==> src/smpc_pkg.sv <==
// Package: register map, field layout and reset values of the supply monitor and POR control
package smpc_pkg;
  // ----------------------------------------------------------------
  // Register byte addresses
  // ----------------------------------------------------------------
  localparam logic [7:0] ADDR_REGCTL = 8'h00; // Regulator control register
  localparam logic [7:0] ADDR_SMON = 8'h04; // Supply monitor register
  localparam logic [7:0] ADDR_PCSR = 8'h08; // Power and clock status register
  localparam logic [7:0] ADDR_IER = 8'h0c; // Interrupt enable (write one to set mask)
  localparam logic [7:0] ADDR_IDR = 8'h10; // Interrupt disable (write one to clear mask)
  localparam logic [7:0] ADDR_IMR = 8'h14; // Interrupt mask register
  localparam logic [7:0] ADDR_UNLOCK = 8'h18; // Unlock register
  localparam logic [7:0] ADDR_OSC = 8'h1c; // Slow RC oscillator configuration
  // ----------------------------------------------------------------
  // Regulator control fields
  // ----------------------------------------------------------------
  localparam int RC_CAL_LSB = 0; // Calibration field, 8 bits
  localparam int RC_CAL_W = 8;
  localparam int RC_FCD = 8;
  localparam int RC_REN = 12; // Regulator-supply detector enable
  localparam int RC_RST = 13; // Regulator-supply detector state
  localparam int RC_RMASK = 14;
  localparam int RC_RRAW = 15;
  localparam int RC_CEN = 16; // Core-supply detector enable
  localparam int RC_CST = 17;
  localparam int RC_CMASK = 18;
  localparam int RC_CRAW = 19;
  localparam int RC_FRZ = 31;
  // ----------------------------------------------------------------
  // Supply monitor fields
  // ----------------------------------------------------------------
  localparam int SM_CTRL_LSB = 0; // Control field, 2 bits
  localparam int SM_CAL_LSB = 4; // Calibration, 4 bits
  localparam int SM_CAL_W = 4;
  localparam int SM_FCD = 8;
  localparam int SM_FS = 9;
  localparam int SM_ON = 10;
  localparam int SM_RATE_LSB = 12; // Sampling rate, 4 bits
  localparam int SM_FRZ = 31;
  localparam int PC_DROP = 0; // Supply drop flag position in status/masks
  localparam int OSC_EN = 0;
  // ----------------------------------------------------------------
  // Reset and factory values
  // ----------------------------------------------------------------
  localparam logic [7:0] REG_CAL_FACTORY = 8'h80; // Gives nominal 1.8V output
  localparam logic [3:0] SM_CAL_FACTORY = 4'h8; // Gives nominal 1.75 V threshold
  localparam logic [7:0] UNLOCK_KEY = 8'haa;
  localparam logic [1:0] SM_CTRL_OFF = 2'h0;
  localparam logic [1:0] SM_CTRL_RESET = 2'h1;
  localparam logic [1:0] SM_CTRL_FLAG = 2'h2;
  localparam int SYNC_STAGES = 2;
endpackage

==> src/smpc_supply_ctl.sv <==
// Supply monitor and power-on-reset detector control with a Wishbone register slave
`timescale 1ns/1ps
// Function
// RL1 - Power-on reset loads regulator calibration with factory 1.8V value.
// RL2 - Software may overwrite the regulator calibration field.
// RL3 - Done flag clear: reload after any reset; set: reload only on power-on.
// RL4 - Regulator-supply detector on by default; disable is synchronized, state readable.
// RL5 - Software enables slow RC oscillator before disabling regulator-supply detector.
// RL6 - Regulator-supply mask blocks its reset; reads one once synchronized.
// RL7 - Software masks regulator-supply reset before toggling its detector.
// RL8 - Regulator-supply raw bit shows unmasked detector output.
// RL9 - Core-supply detector on by default; disable is synchronized, state readable.
// RL10 - Debug interface active: writing zero to core enable is ignored.
// RL11 - Core-supply mask blocks its reset; reads one once synchronized.
// RL12 - Software masks core-supply reset before toggling its detector.
// RL13 - Core-supply raw bit shows unmasked detector output.
// RL14 - Supply monitor register writable only after unlock.
// RL15 - Freeze bit makes supply monitor register read-only until reset.
// RL16 - Monitor off by default; on-indicator; enabling it disables regulator detector.
// RL17 - Sampling in DeepStop/Static, continuous otherwise, forced sampling bit overrides.
// RL18 - Sampling uses slow RC oscillator, auto-enabled; rate from rate field.
// RL19 - Control one or two: drop flag follows supply below threshold.
// RL20 - Interrupt on rising drop flag when mask set; enable write sets mask.
// RL21 - Control one gives reset on drop; control two gives flag only.
// RL22 - Every reset loads monitor calibration factory value and sets done flag.
// RL23 - Sampling request keeps slow RC oscillator running despite software clear.
// RL24 - Enables, masks and status cross through synchronizer stages.
// RL25 - Detector reset outputs gated by synchronized mask.
module smpc_supply_ctl (
  input wire logic clk_sys,
  input wire logic rstn,
  input wire logic por_event,
  input wire logic debug_active,
  input wire logic sleep_deep,
  input wire logic regsupply_above,
  input wire logic coresupply_above,
  input wire logic smon_below,
  input wire logic [31:0] wb_adr_i,
  input wire logic [31:0] wb_dat_i,
  output logic [31:0] wb_dat_o,
  input wire logic wb_we_i,
  input wire logic [3:0] wb_sel_i,
  input wire logic wb_stb_i,
  input wire logic wb_cyc_i,
  output logic wb_ack_o,
  output logic regsupply_detector_on,
  output logic coresupply_detector_on,
  output logic smon_enable,
  output logic smon_sampling,
  output logic [3:0] smon_rate,
  output logic [3:0] smon_cal,
  output logic [7:0] reg_cal,
  output logic osc_slow_enable,
  output logic regsupply_por_req,
  output logic coresupply_por_req,
  output logic smon_por_req,
  output logic irq
);
  // ----------------------------------------------------------------
  // Declarations
  // ----------------------------------------------------------------
  logic [7:0] reg_cal_r;
  logic reg_fcd_r;
  logic reg_en_r;
  logic reg_mask_r;
  logic core_en_r;
  logic core_mask_r;
  logic reg_frz_r;
  logic [1:0] sm_ctrl_r;
  logic [3:0] sm_cal_r;
  logic sm_fcd_r;
  logic sm_fs_r;
  logic [3:0] sm_rate_r;
  logic sm_frz_r;
  logic unlocked_r;
  logic imr_r;
  logic drop_r;
  logic drop_prev_r;
  logic irq_r;
  logic osc_en_r;
  logic init_done_r;
  logic [1:0] s_reg_en;
  logic [1:0] s_reg_mask;
  logic [1:0] s_core_en;
  logic [1:0] s_core_mask;
  logic [1:0] s_reg_raw;
  logic [1:0] s_core_raw;
  logic [1:0] s_smon_below;
  logic [1:0] s_debug;
  logic [1:0] s_sleep;
  logic wr;
  logic rd_ack;
  logic wr_reg;
  logic wr_sm;
  logic [31:0] rdata;
  logic reg_det_req;
  logic sm_on;
  logic [1:0] sm_ctrl_wr;

  // ----------------------------------------------------------------
  // Bus decode
  // ----------------------------------------------------------------
  // Single-cycle ack, dropped the cycle after it is given
  assign wr = wb_cyc_i & wb_stb_i & wb_we_i & ~wb_ack_o & (&wb_sel_i);
  assign rd_ack = wb_cyc_i & wb_stb_i & ~wb_ack_o;
  assign wr_reg = wr & (wb_adr_i[7:0] == smpc_pkg::ADDR_REGCTL) & unlocked_r & ~reg_frz_r;
  // Monitor writes need unlock and no freeze
  assign wr_sm = wr & (wb_adr_i[7:0] == smpc_pkg::ADDR_SMON) & unlocked_r & ~sm_frz_r; // RL14 RL15
  assign sm_ctrl_wr = wb_dat_i[smpc_pkg::SM_CTRL_LSB +: 2];

  always_ff @(posedge clk_sys or negedge rstn)
  begin
    if (!rstn)
      wb_ack_o <= 1'b0;
    else
      wb_ack_o <= rd_ack;
  end

  // ----------------------------------------------------------------
  // Synchronizers
  // ----------------------------------------------------------------
  // Two stages each; stage zero feeds stage one, which drives the output
  always_ff @(posedge clk_sys or negedge rstn)
  begin
    if (!rstn)
    begin
      s_reg_en <= 2'h3;
      s_core_en <= 2'h3;
      s_reg_mask <= 2'h0;
      s_core_mask <= 2'h0;
      s_reg_raw <= 2'h0;
      s_core_raw <= 2'h0;
      s_smon_below <= 2'h0;
      s_debug <= 2'h0;
      s_sleep <= 2'h0;
    end
    else
    begin
      s_reg_en <= {s_reg_en[0], reg_det_req}; // RL24
      s_core_en <= {s_core_en[0], core_en_r}; // RL24
      s_reg_mask <= {s_reg_mask[0], reg_mask_r}; // RL24
      s_core_mask <= {s_core_mask[0], core_mask_r}; // RL24
      s_reg_raw <= {s_reg_raw[0], regsupply_above};
      s_core_raw <= {s_core_raw[0], coresupply_above};
      s_smon_below <= {s_smon_below[0], smon_below};
      s_debug <= {s_debug[0], debug_active};
      s_sleep <= {s_sleep[0], sleep_deep};
    end
  end

  // ----------------------------------------------------------------
  // Unlock
  // ----------------------------------------------------------------
  // Key opens one write to a protected register
  always_ff @(posedge clk_sys or negedge rstn)
  begin
    if (!rstn)
      unlocked_r <= 1'b0;
    else if (wr && wb_adr_i[7:0] == smpc_pkg::ADDR_UNLOCK)
      unlocked_r <= (wb_dat_i[31:24] == smpc_pkg::UNLOCK_KEY); // RL14
    else if (wr)
      unlocked_r <= 1'b0;
  end

  // ----------------------------------------------------------------
  // Calibration loading
  // ----------------------------------------------------------------
  // One cycle after release the factory load runs
  always_ff @(posedge clk_sys or negedge rstn)
  begin
    if (!rstn)
      init_done_r <= 1'b0;
    else
      init_done_r <= ~por_event; // Load waits for power-on to end
  end

  // Regulator calibration, done flag and freeze survive a system reset
  // Power-on loads factory value; later resets reload only while done flag clear
  always_ff @(posedge clk_sys)
  begin
    if (por_event)
    begin
      reg_cal_r <= smpc_pkg::REG_CAL_FACTORY; // RL1
      reg_fcd_r <= 1'b0;
      reg_frz_r <= 1'b0;
    end
    else if (!rstn)
    begin
      reg_cal_r <= reg_cal_r;
      reg_fcd_r <= reg_fcd_r;
      reg_frz_r <= reg_frz_r;
    end
    else
    begin
      if (!init_done_r && !reg_fcd_r)
      begin
        reg_cal_r <= smpc_pkg::REG_CAL_FACTORY; // RL1 RL3
        reg_fcd_r <= 1'b1; // RL3
      end
      else if (wr_reg)
        reg_cal_r <= wb_dat_i[smpc_pkg::RC_CAL_LSB +: smpc_pkg::RC_CAL_W]; // RL2
      if (wr_reg && wb_dat_i[smpc_pkg::RC_FRZ])
        reg_frz_r <= 1'b1;
    end
  end

  // ----------------------------------------------------------------
  // Detector enables and masks
  // ----------------------------------------------------------------
  // Core enable ignores a zero while debug is active
  always_ff @(posedge clk_sys or negedge rstn)
  begin
    if (!rstn)
    begin
      reg_en_r <= 1'b1; // RL4
      core_en_r <= 1'b1; // RL9
      reg_mask_r <= 1'b0;
      core_mask_r <= 1'b0;
    end
    else if (wr_reg)
    begin
      reg_en_r <= wb_dat_i[smpc_pkg::RC_REN];
      core_en_r <= wb_dat_i[smpc_pkg::RC_CEN] | s_debug[1]; // RL10
      reg_mask_r <= wb_dat_i[smpc_pkg::RC_RMASK]; // RL6
      core_mask_r <= wb_dat_i[smpc_pkg::RC_CMASK]; // RL11
    end
    else if (s_debug[1])
    begin
      core_en_r <= 1'b1; // RL10
    end
  end

  // Monitor on turns the regulator-supply detector off
  assign reg_det_req = reg_en_r & ~sm_on; // RL16
  assign regsupply_detector_on = s_reg_en[1]; // RL4
  assign coresupply_detector_on = s_core_en[1]; // RL9
  // Reset requests gated by synchronized mask and detector state
  assign regsupply_por_req = s_reg_en[1] & ~s_reg_raw[1] & ~s_reg_mask[1]; // RL25
  assign coresupply_por_req = s_core_en[1] & ~s_core_raw[1] & ~s_core_mask[1]; // RL25

  // ----------------------------------------------------------------
  // Supply monitor register
  // ----------------------------------------------------------------
  // Calibration reloads after every reset, done flag set at once
  always_ff @(posedge clk_sys or negedge rstn)
  begin
    if (!rstn)
    begin
      sm_ctrl_r <= smpc_pkg::SM_CTRL_OFF; // RL16
      sm_cal_r <= smpc_pkg::SM_CAL_FACTORY; // RL22
      sm_fcd_r <= 1'b0;
      sm_fs_r <= 1'b0;
      sm_rate_r <= 4'h0;
      sm_frz_r <= 1'b0;
    end
    else if (!init_done_r)
    begin
      sm_cal_r <= smpc_pkg::SM_CAL_FACTORY; // RL22
      sm_fcd_r <= 1'b1; // RL22
    end
    else if (wr_sm)
    begin
      sm_ctrl_r <= sm_ctrl_wr;
      sm_cal_r <= wb_dat_i[smpc_pkg::SM_CAL_LSB +: smpc_pkg::SM_CAL_W];
      sm_fs_r <= wb_dat_i[smpc_pkg::SM_FS]; // RL17
      sm_rate_r <= wb_dat_i[smpc_pkg::SM_RATE_LSB +: 4]; // RL18
      sm_frz_r <= wb_dat_i[smpc_pkg::SM_FRZ]; // RL15
    end
  end

  assign sm_on = (sm_ctrl_r == smpc_pkg::SM_CTRL_RESET) | (sm_ctrl_r == smpc_pkg::SM_CTRL_FLAG);
  assign smon_enable = sm_on; // RL16
  // Sampling in deep sleep modes or when forced
  assign smon_sampling = sm_on & (s_sleep[1] | sm_fs_r); // RL17
  assign smon_rate = sm_rate_r; // RL18
  assign smon_cal = sm_cal_r;
  assign reg_cal = reg_cal_r;

  // ----------------------------------------------------------------
  // Slow RC oscillator
  // ----------------------------------------------------------------
  always_ff @(posedge clk_sys or negedge rstn)
  begin
    if (!rstn)
      osc_en_r <= 1'b0;
    else if (wr && wb_adr_i[7:0] == smpc_pkg::ADDR_OSC)
      osc_en_r <= wb_dat_i[smpc_pkg::OSC_EN];
  end

  // Sampling request holds oscillator on
  assign osc_slow_enable = osc_en_r | smon_sampling; // RL18 RL23

  // ----------------------------------------------------------------
  // Drop flag, interrupt and reset
  // ----------------------------------------------------------------
  always_ff @(posedge clk_sys or negedge rstn)
  begin
    if (!rstn)
    begin
      drop_r <= 1'b0;
      drop_prev_r <= 1'b0;
    end
    else
    begin
      drop_r <= sm_on & s_smon_below[1]; // RL19
      drop_prev_r <= drop_r;
    end
  end

  // Mask set by enable write, cleared by disable write; set wins
  always_ff @(posedge clk_sys or negedge rstn)
  begin
    if (!rstn)
      imr_r <= 1'b0;
    else if (wr && wb_adr_i[7:0] == smpc_pkg::ADDR_IER && wb_dat_i[smpc_pkg::PC_DROP])
      imr_r <= 1'b1; // RL20
    else if (wr && wb_adr_i[7:0] == smpc_pkg::ADDR_IDR && wb_dat_i[smpc_pkg::PC_DROP])
      imr_r <= 1'b0;
  end

  // Rising flag with mask gives a one-cycle request
  always_ff @(posedge clk_sys or negedge rstn)
  begin
    if (!rstn)
      irq_r <= 1'b0;
    else
      irq_r <= drop_r & ~drop_prev_r & imr_r; // RL20
  end

  assign irq = irq_r;
  assign smon_por_req = drop_r & (sm_ctrl_r == smpc_pkg::SM_CTRL_RESET); // RL21

  // ----------------------------------------------------------------
  // Read mux
  // ----------------------------------------------------------------
  always_comb
  begin
    rdata = 32'h0;
    case (wb_adr_i[7:0])
      smpc_pkg::ADDR_REGCTL:
      begin
        rdata[smpc_pkg::RC_CAL_LSB +: smpc_pkg::RC_CAL_W] = reg_cal_r;
        rdata[smpc_pkg::RC_FCD] = reg_fcd_r;
        rdata[smpc_pkg::RC_REN] = reg_en_r;
        rdata[smpc_pkg::RC_RST] = s_reg_en[1]; // RL4
        rdata[smpc_pkg::RC_RMASK] = s_reg_mask[1]; // RL6
        rdata[smpc_pkg::RC_RRAW] = s_reg_raw[1]; // RL8
        rdata[smpc_pkg::RC_CEN] = core_en_r;
        rdata[smpc_pkg::RC_CST] = s_core_en[1]; // RL9
        rdata[smpc_pkg::RC_CMASK] = s_core_mask[1]; // RL11
        rdata[smpc_pkg::RC_CRAW] = s_core_raw[1]; // RL13
        rdata[smpc_pkg::RC_FRZ] = reg_frz_r;
      end
      smpc_pkg::ADDR_SMON:
      begin
        rdata[smpc_pkg::SM_CTRL_LSB +: 2] = sm_ctrl_r;
        rdata[smpc_pkg::SM_CAL_LSB +: smpc_pkg::SM_CAL_W] = sm_cal_r;
        rdata[smpc_pkg::SM_FCD] = sm_fcd_r;
        rdata[smpc_pkg::SM_FS] = sm_fs_r;
        rdata[smpc_pkg::SM_ON] = sm_on; // RL16
        rdata[smpc_pkg::SM_RATE_LSB +: 4] = sm_rate_r;
        rdata[smpc_pkg::SM_FRZ] = sm_frz_r;
      end
      smpc_pkg::ADDR_PCSR: rdata[smpc_pkg::PC_DROP] = drop_r;
      smpc_pkg::ADDR_IMR: rdata[smpc_pkg::PC_DROP] = imr_r;
      smpc_pkg::ADDR_UNLOCK: rdata[0] = unlocked_r;
      smpc_pkg::ADDR_OSC: rdata[smpc_pkg::OSC_EN] = osc_slow_enable;
      default: rdata = 32'h0;
    endcase
  end

  always_ff @(posedge clk_sys or negedge rstn)
  begin
    if (!rstn)
      wb_dat_o <= 32'h0;
    else
      wb_dat_o <= rdata;
  end

  // ----------------------------------------------------------------
  // Assertions
  // ----------------------------------------------------------------
  AST_FROZEN_SM: assert property (@(posedge clk_sys) disable iff (!rstn) // RL15
    sm_frz_r |=> $stable(sm_ctrl_r) && sm_frz_r)
    else $error("Frozen monitor register changed");
  AST_LOCKED_SM: assert property (@(posedge clk_sys) disable iff (!rstn) // RL14
    (init_done_r && !unlocked_r) |=> $stable(sm_ctrl_r))
    else $error("Monitor written while locked");
  AST_MASK_GATE: assert property (@(posedge clk_sys) disable iff (!rstn) // RL25
    $past(reg_mask_r, 2) |-> !regsupply_por_req)
    else $error("Masked detector asserted reset");
  AST_MASK_SYNC: assert property (@(posedge clk_sys) disable iff (!rstn) // RL24
    $rose(core_mask_r) |-> !s_core_mask[1] ##2 s_core_mask[1])
    else $error("Core mask readback timing wrong");
  AST_DEBUG_KEEP: assert property (@(posedge clk_sys) disable iff (!rstn) // RL10
    s_debug[1] |=> core_en_r)
    else $error("Core detector disabled under debug");
  AST_IRQ_EDGE: assert property (@(posedge clk_sys) disable iff (!rstn) // RL20
    (drop_r && !drop_prev_r && imr_r) |=> irq)
    else $error("Missed drop interrupt");
  AST_SM_RESET: assert property (@(posedge clk_sys) disable iff (!rstn) // RL21
    smon_por_req == (sm_ctrl_r == smpc_pkg::SM_CTRL_RESET && $past(sm_on && s_smon_below[1])))
    else $error("Monitor reset in wrong mode");
  AST_OSC_HOLD: assert property (@(posedge clk_sys) disable iff (!rstn) // RL23
    smon_sampling |-> osc_slow_enable)
    else $error("Oscillator off while sampling");
  AST_SM_OFF_REG: assert property (@(posedge clk_sys) disable iff (!rstn) // RL16
    sm_on |-> ##2 !regsupply_detector_on)
    else $error("Regulator detector on with monitor");
  COV_IRQ: cover property (@(posedge clk_sys) disable iff (!rstn) irq);
  COV_FREEZE: cover property (@(posedge clk_sys) disable iff (!rstn) $rose(sm_frz_r));
  COV_SMPOR: cover property (@(posedge clk_sys) disable iff (!rstn) smon_por_req);
endmodule // smpc_supply_ctl

==> config.mk <==
export PLATFORM = sky130hd
export DESIGN_NAME = smpc_supply_ctl
export DESIGN_NICKNAME = d
export VERILOG_FILES = /design/src/smpc_pkg.sv /design/src/smpc_supply_ctl.sv
export SDC_FILE = /design/constraint.sdc
export NUM_CORES = 1
export LEC_CHECK = 0
export ABC_AREA = 1
export BUFFER_PORTS_ARGS = -buffer_cell sky130_fd_sc_hd__buf_2
export CAP_MARGIN = 20
export CORE_MARGIN = 4
export CORE_UTILIZATION = 46
export DETAILED_ROUTE_END_ITERATION = 8
export HOLD_SLACK_MARGIN = 0.08
export PLACE_DENSITY = 0.82
export SYNTH_ARGS = -nofsm -noshare
export SYNTH_HDL_FRONTEND = slang
export SYNTH_SLANG_ARGS = --single-unit
==> constraint.sdc <==
create_clock -name clk_sys -period 1.4 [get_ports clk_sys]
set_input_delay 0.14 -clock clk_sys [delete_from_list [all_inputs] [get_ports clk_sys]]
set_output_delay 0.14 -clock clk_sys [all_outputs]
set_load 0.05 [all_outputs]
==> metrics <==
status finished, violations left; violated checks negative setup slack; syn avg cell area approximately 9.9 µm²; YS warnings 0; Multi-input gate area 1060 µm²; Startpoint Class flop; hpwl dp 4990 µm; Fin Hold WS between 0.1 and 0.15 ns; Async SR Flop Fraction between 80 and 90%; fillcell total roughly 420; clock sink count 73; Hold Startpoint wb_dat_i[28]; Clk pin slew, worst setup/hold paths ~0.080 ns; initial drt markers about 120; DIE WIDTH roughly 87 µm; clk_lat worst skew between 0.3 and 0.4 ns; setup TNS -0.688 ns; DIE AREA ~7600 µm²; DRT Wirelength a little under 8000 µm; crit-path max FO 4; period utilization 108%; Final min period about 1.5 ns; EDFF count, synth 0; Final WS setup -0.106 ns; DRC Markers 0; IO Pins approximately 140; FF+latch area ~1800 µm²; pin count of the biggest net entering global routing 30; register bit total from synthesis 73; DR pass1 iterations 4; share of cells above drive strength 1 between 40% and 50%; H-tree lvl count 3; routability-driven placement congestion ratio between 0.7 and 0.8; vias around 2500; total power 4.18 mW; most common flop cell mapped by yosys dfrtp_1; R2R depth 7; total track usage 21.4%; design area around 4200 µm²; Arr. time, crit path around 1.4 ns; CTS Buffer Depth 2; worst vdd ir 0.560 mV; initial antenna violation count 0; RSZ-0062 raised after global routing true; Seq/Total Area, Yosys approximately three fifths; # setup viols final 16; diode count 0; CTS Buf Count 9; Worst Setup Path Type reg -> out; achievable frequency between 0.6 and 0.7 GHz; final hold vios 0; core area ~6000 µm²; average wire per standard cell around 16 µm; vias in the first global route roughly 2700; FF-to-FF Start wb_ack_o; DP Area ~3500 µm²; Worst Hold Class in -> reg; Final Core Density a little over two thirds; Chip Height ~87 µm; DR vias/cell roughly 5; Port Buffers 91; flop2flop setup slack -0.06 ns; clk root buf clkbuf_8; P_leak about 2.2 nW; Slew @ Worst Pin between 0.5 and 0.6 ns; Cell variety after synth 30; Layout area overhead 47.0%; Worst slew margin between 60% and 70%; Post-Syn Instances 290; required time of the critical path ~1.3 ns; Clock Skews roughly 0.0053 ns; remaining global-route overflow 0; Hold EP unlocked_r; first-pass GRT wire length 12500 µm; worst reg2reg endpoint sm_ctrl_r[1]; worst hold path cell count 4; # nets final just over 500; max cap viols 0; Routed Antenna Nets 0; Mapped Area ~2900 µm²; Pwr Density 986 nW/µm²; Slew Viols, Final 0; CTS tree done; initial core utilization roughly 48%; Worst setup EP type output pin; row count 28
## repair_timing
item                       4_1_cts  5_1_grt
gates resized for setup         14       49
buffers inserted                 3        5
hold buffers                    25        0
hold endpoints to repair        83        0
setup endpoints to repair        6       30
pin swaps                        2       16
cloned                           0        2
## stage by stage
step | instances | worst slack, ns
floorplan | 301 | -0.118
global placement | 462 | 0.0638
detailed placement | 462 | -0.000998
CTS | 506 | -0.0870
global route | 512 | -0.167
finish | 512 | -0.106
## worst max-delay path, stage by stage, from the launching register on
cell and delay, ns:
dfrtp_1 0.39, inv_2 0.08, ha_4 0.22, nor2_2 0.15
buf_6 0.18
## area by class of cell
| cell class | instances | area share [%] |
|---|---|---|
| inverters | 38 | 3.66 |
| repair inverters | 1 | 0.206 |
| clock buffers | 11 | 3.33 |
| well taps | 75 | 2.21 |
| clock inverters | 5 | 1.27 |
| multi-input cells | 173 | 25.1 |
| flip-flops and latches | 73 | 42.1 |
| repair buffers | 136 | 22.1 |
## cells in the final DEF (no fill, tap or decap), drive strengths merged, types with 13 or more instances in the layout
master,count
buf,110
dfrtp,56
nand2,55
inv,38
nor2,34
dlygate4sd3,24
o21ai,19
nand3,18
nand4,13
## synthesized netlist by cell type, types with 2 or more instances
cell | n | area share, %
nor2_1 | 26 | 3.4
clkbuf_1 | 2 | 0.26
nor3_1 | 4 | 0.69
dfrtp_1 | 56 | 49
dfstp_2 | 7 | 6.4
inv_1 | 34 | 4.4
a21oi_1 | 12 | 2.1
nand2_2 | 3 | 0.65
dfxtp_1 | 10 | 6.9
nor2_2 | 3 | 0.65
nand3_1 | 18 | 3.1
nand2_1 | 51 | 6.6
o22ai_1 | 3 | 0.65
nand4_1 | 12 | 2.6
inv_2 | 3 | 0.39
buf_4 | 12 | 3.1
buf_6 | 2 | 0.78
nor2_4 | 4 | 1.6
o21ai_0 | 12 | 2.1
o21ai_2 | 4 | 1.2
o21ai_1 | 3 | 0.52
## worst max-delay path by stage
stage | from | end | slack (ns) | cells after the start
after floorplan | sm_ctrl_r[0] | wb_dat_o[0] | -0.12 | 4
after global placement | sm_ctrl_r[0] | osc_slow_enable | 0.06 | 3
after detailed placement | wb_adr_i[7] | reg_cal[6] | -0.001 | 9
after CTS | sm_ctrl_r[1] | osc_slow_enable | -0.09 | 4
after global routing | sm_ctrl_r[1] | osc_slow_enable | -0.17 | 4
final | sm_ctrl_r[1] | smon_sampling | -0.11 | 4
## power breakdown
part	leakage, nW	switching, mW	internal (mW)
Clock	0.103	0.760	0.870
Combinational	1.21	0.253	0.142
Sequential	0.864	0.0223	2.14
## cell families (layout without fill, tap and decap cells)
kind of cell    after synthesis  in the layout  synth area share, %
compound gates               36             36                 7.11
fa+ha+maj                     1              1                0.434
buf+inv                      55            191                 9.32
flops                        73             73                 61.9
other cells                   1             12                0.130
simple gates                124            124                 21.1
## flip-flops by register name, indices dropped and copies added (netlist names), 2 cells and up
| register | count |
|---|---|
| s_debug | 2 |
| s_core_mask | 2 |
| s_smon_below | 2 |
| s_reg_mask | 2 |
| reg_cal | 8 |
| smon_rate | 4 |
| s_sleep | 2 |
| s_core_raw | 2 |
| smon_cal | 4 |
| sm_ctrl_r | 2 |
| wb_dat_o | 20 |
| s_reg_en | 2 |
| s_reg_raw | 2 |
| s_core_en | 2 |
## per-layer routing
| metal | routed length [µm] | track usage, % | vias to the layer above |
|---|---|---|---|
| li1 | - | - | 1191 |
| met1 | 3000 | 25.6 | 1208 |
| met2 | 3980 | 35.3 | 124 |
| met3 | 641 | 5.20 | 26 |
| met4 | 318 | 12.0 | 0 |
| met5 | 0 | 0 | - |
(Power assumes the default switching activity.)
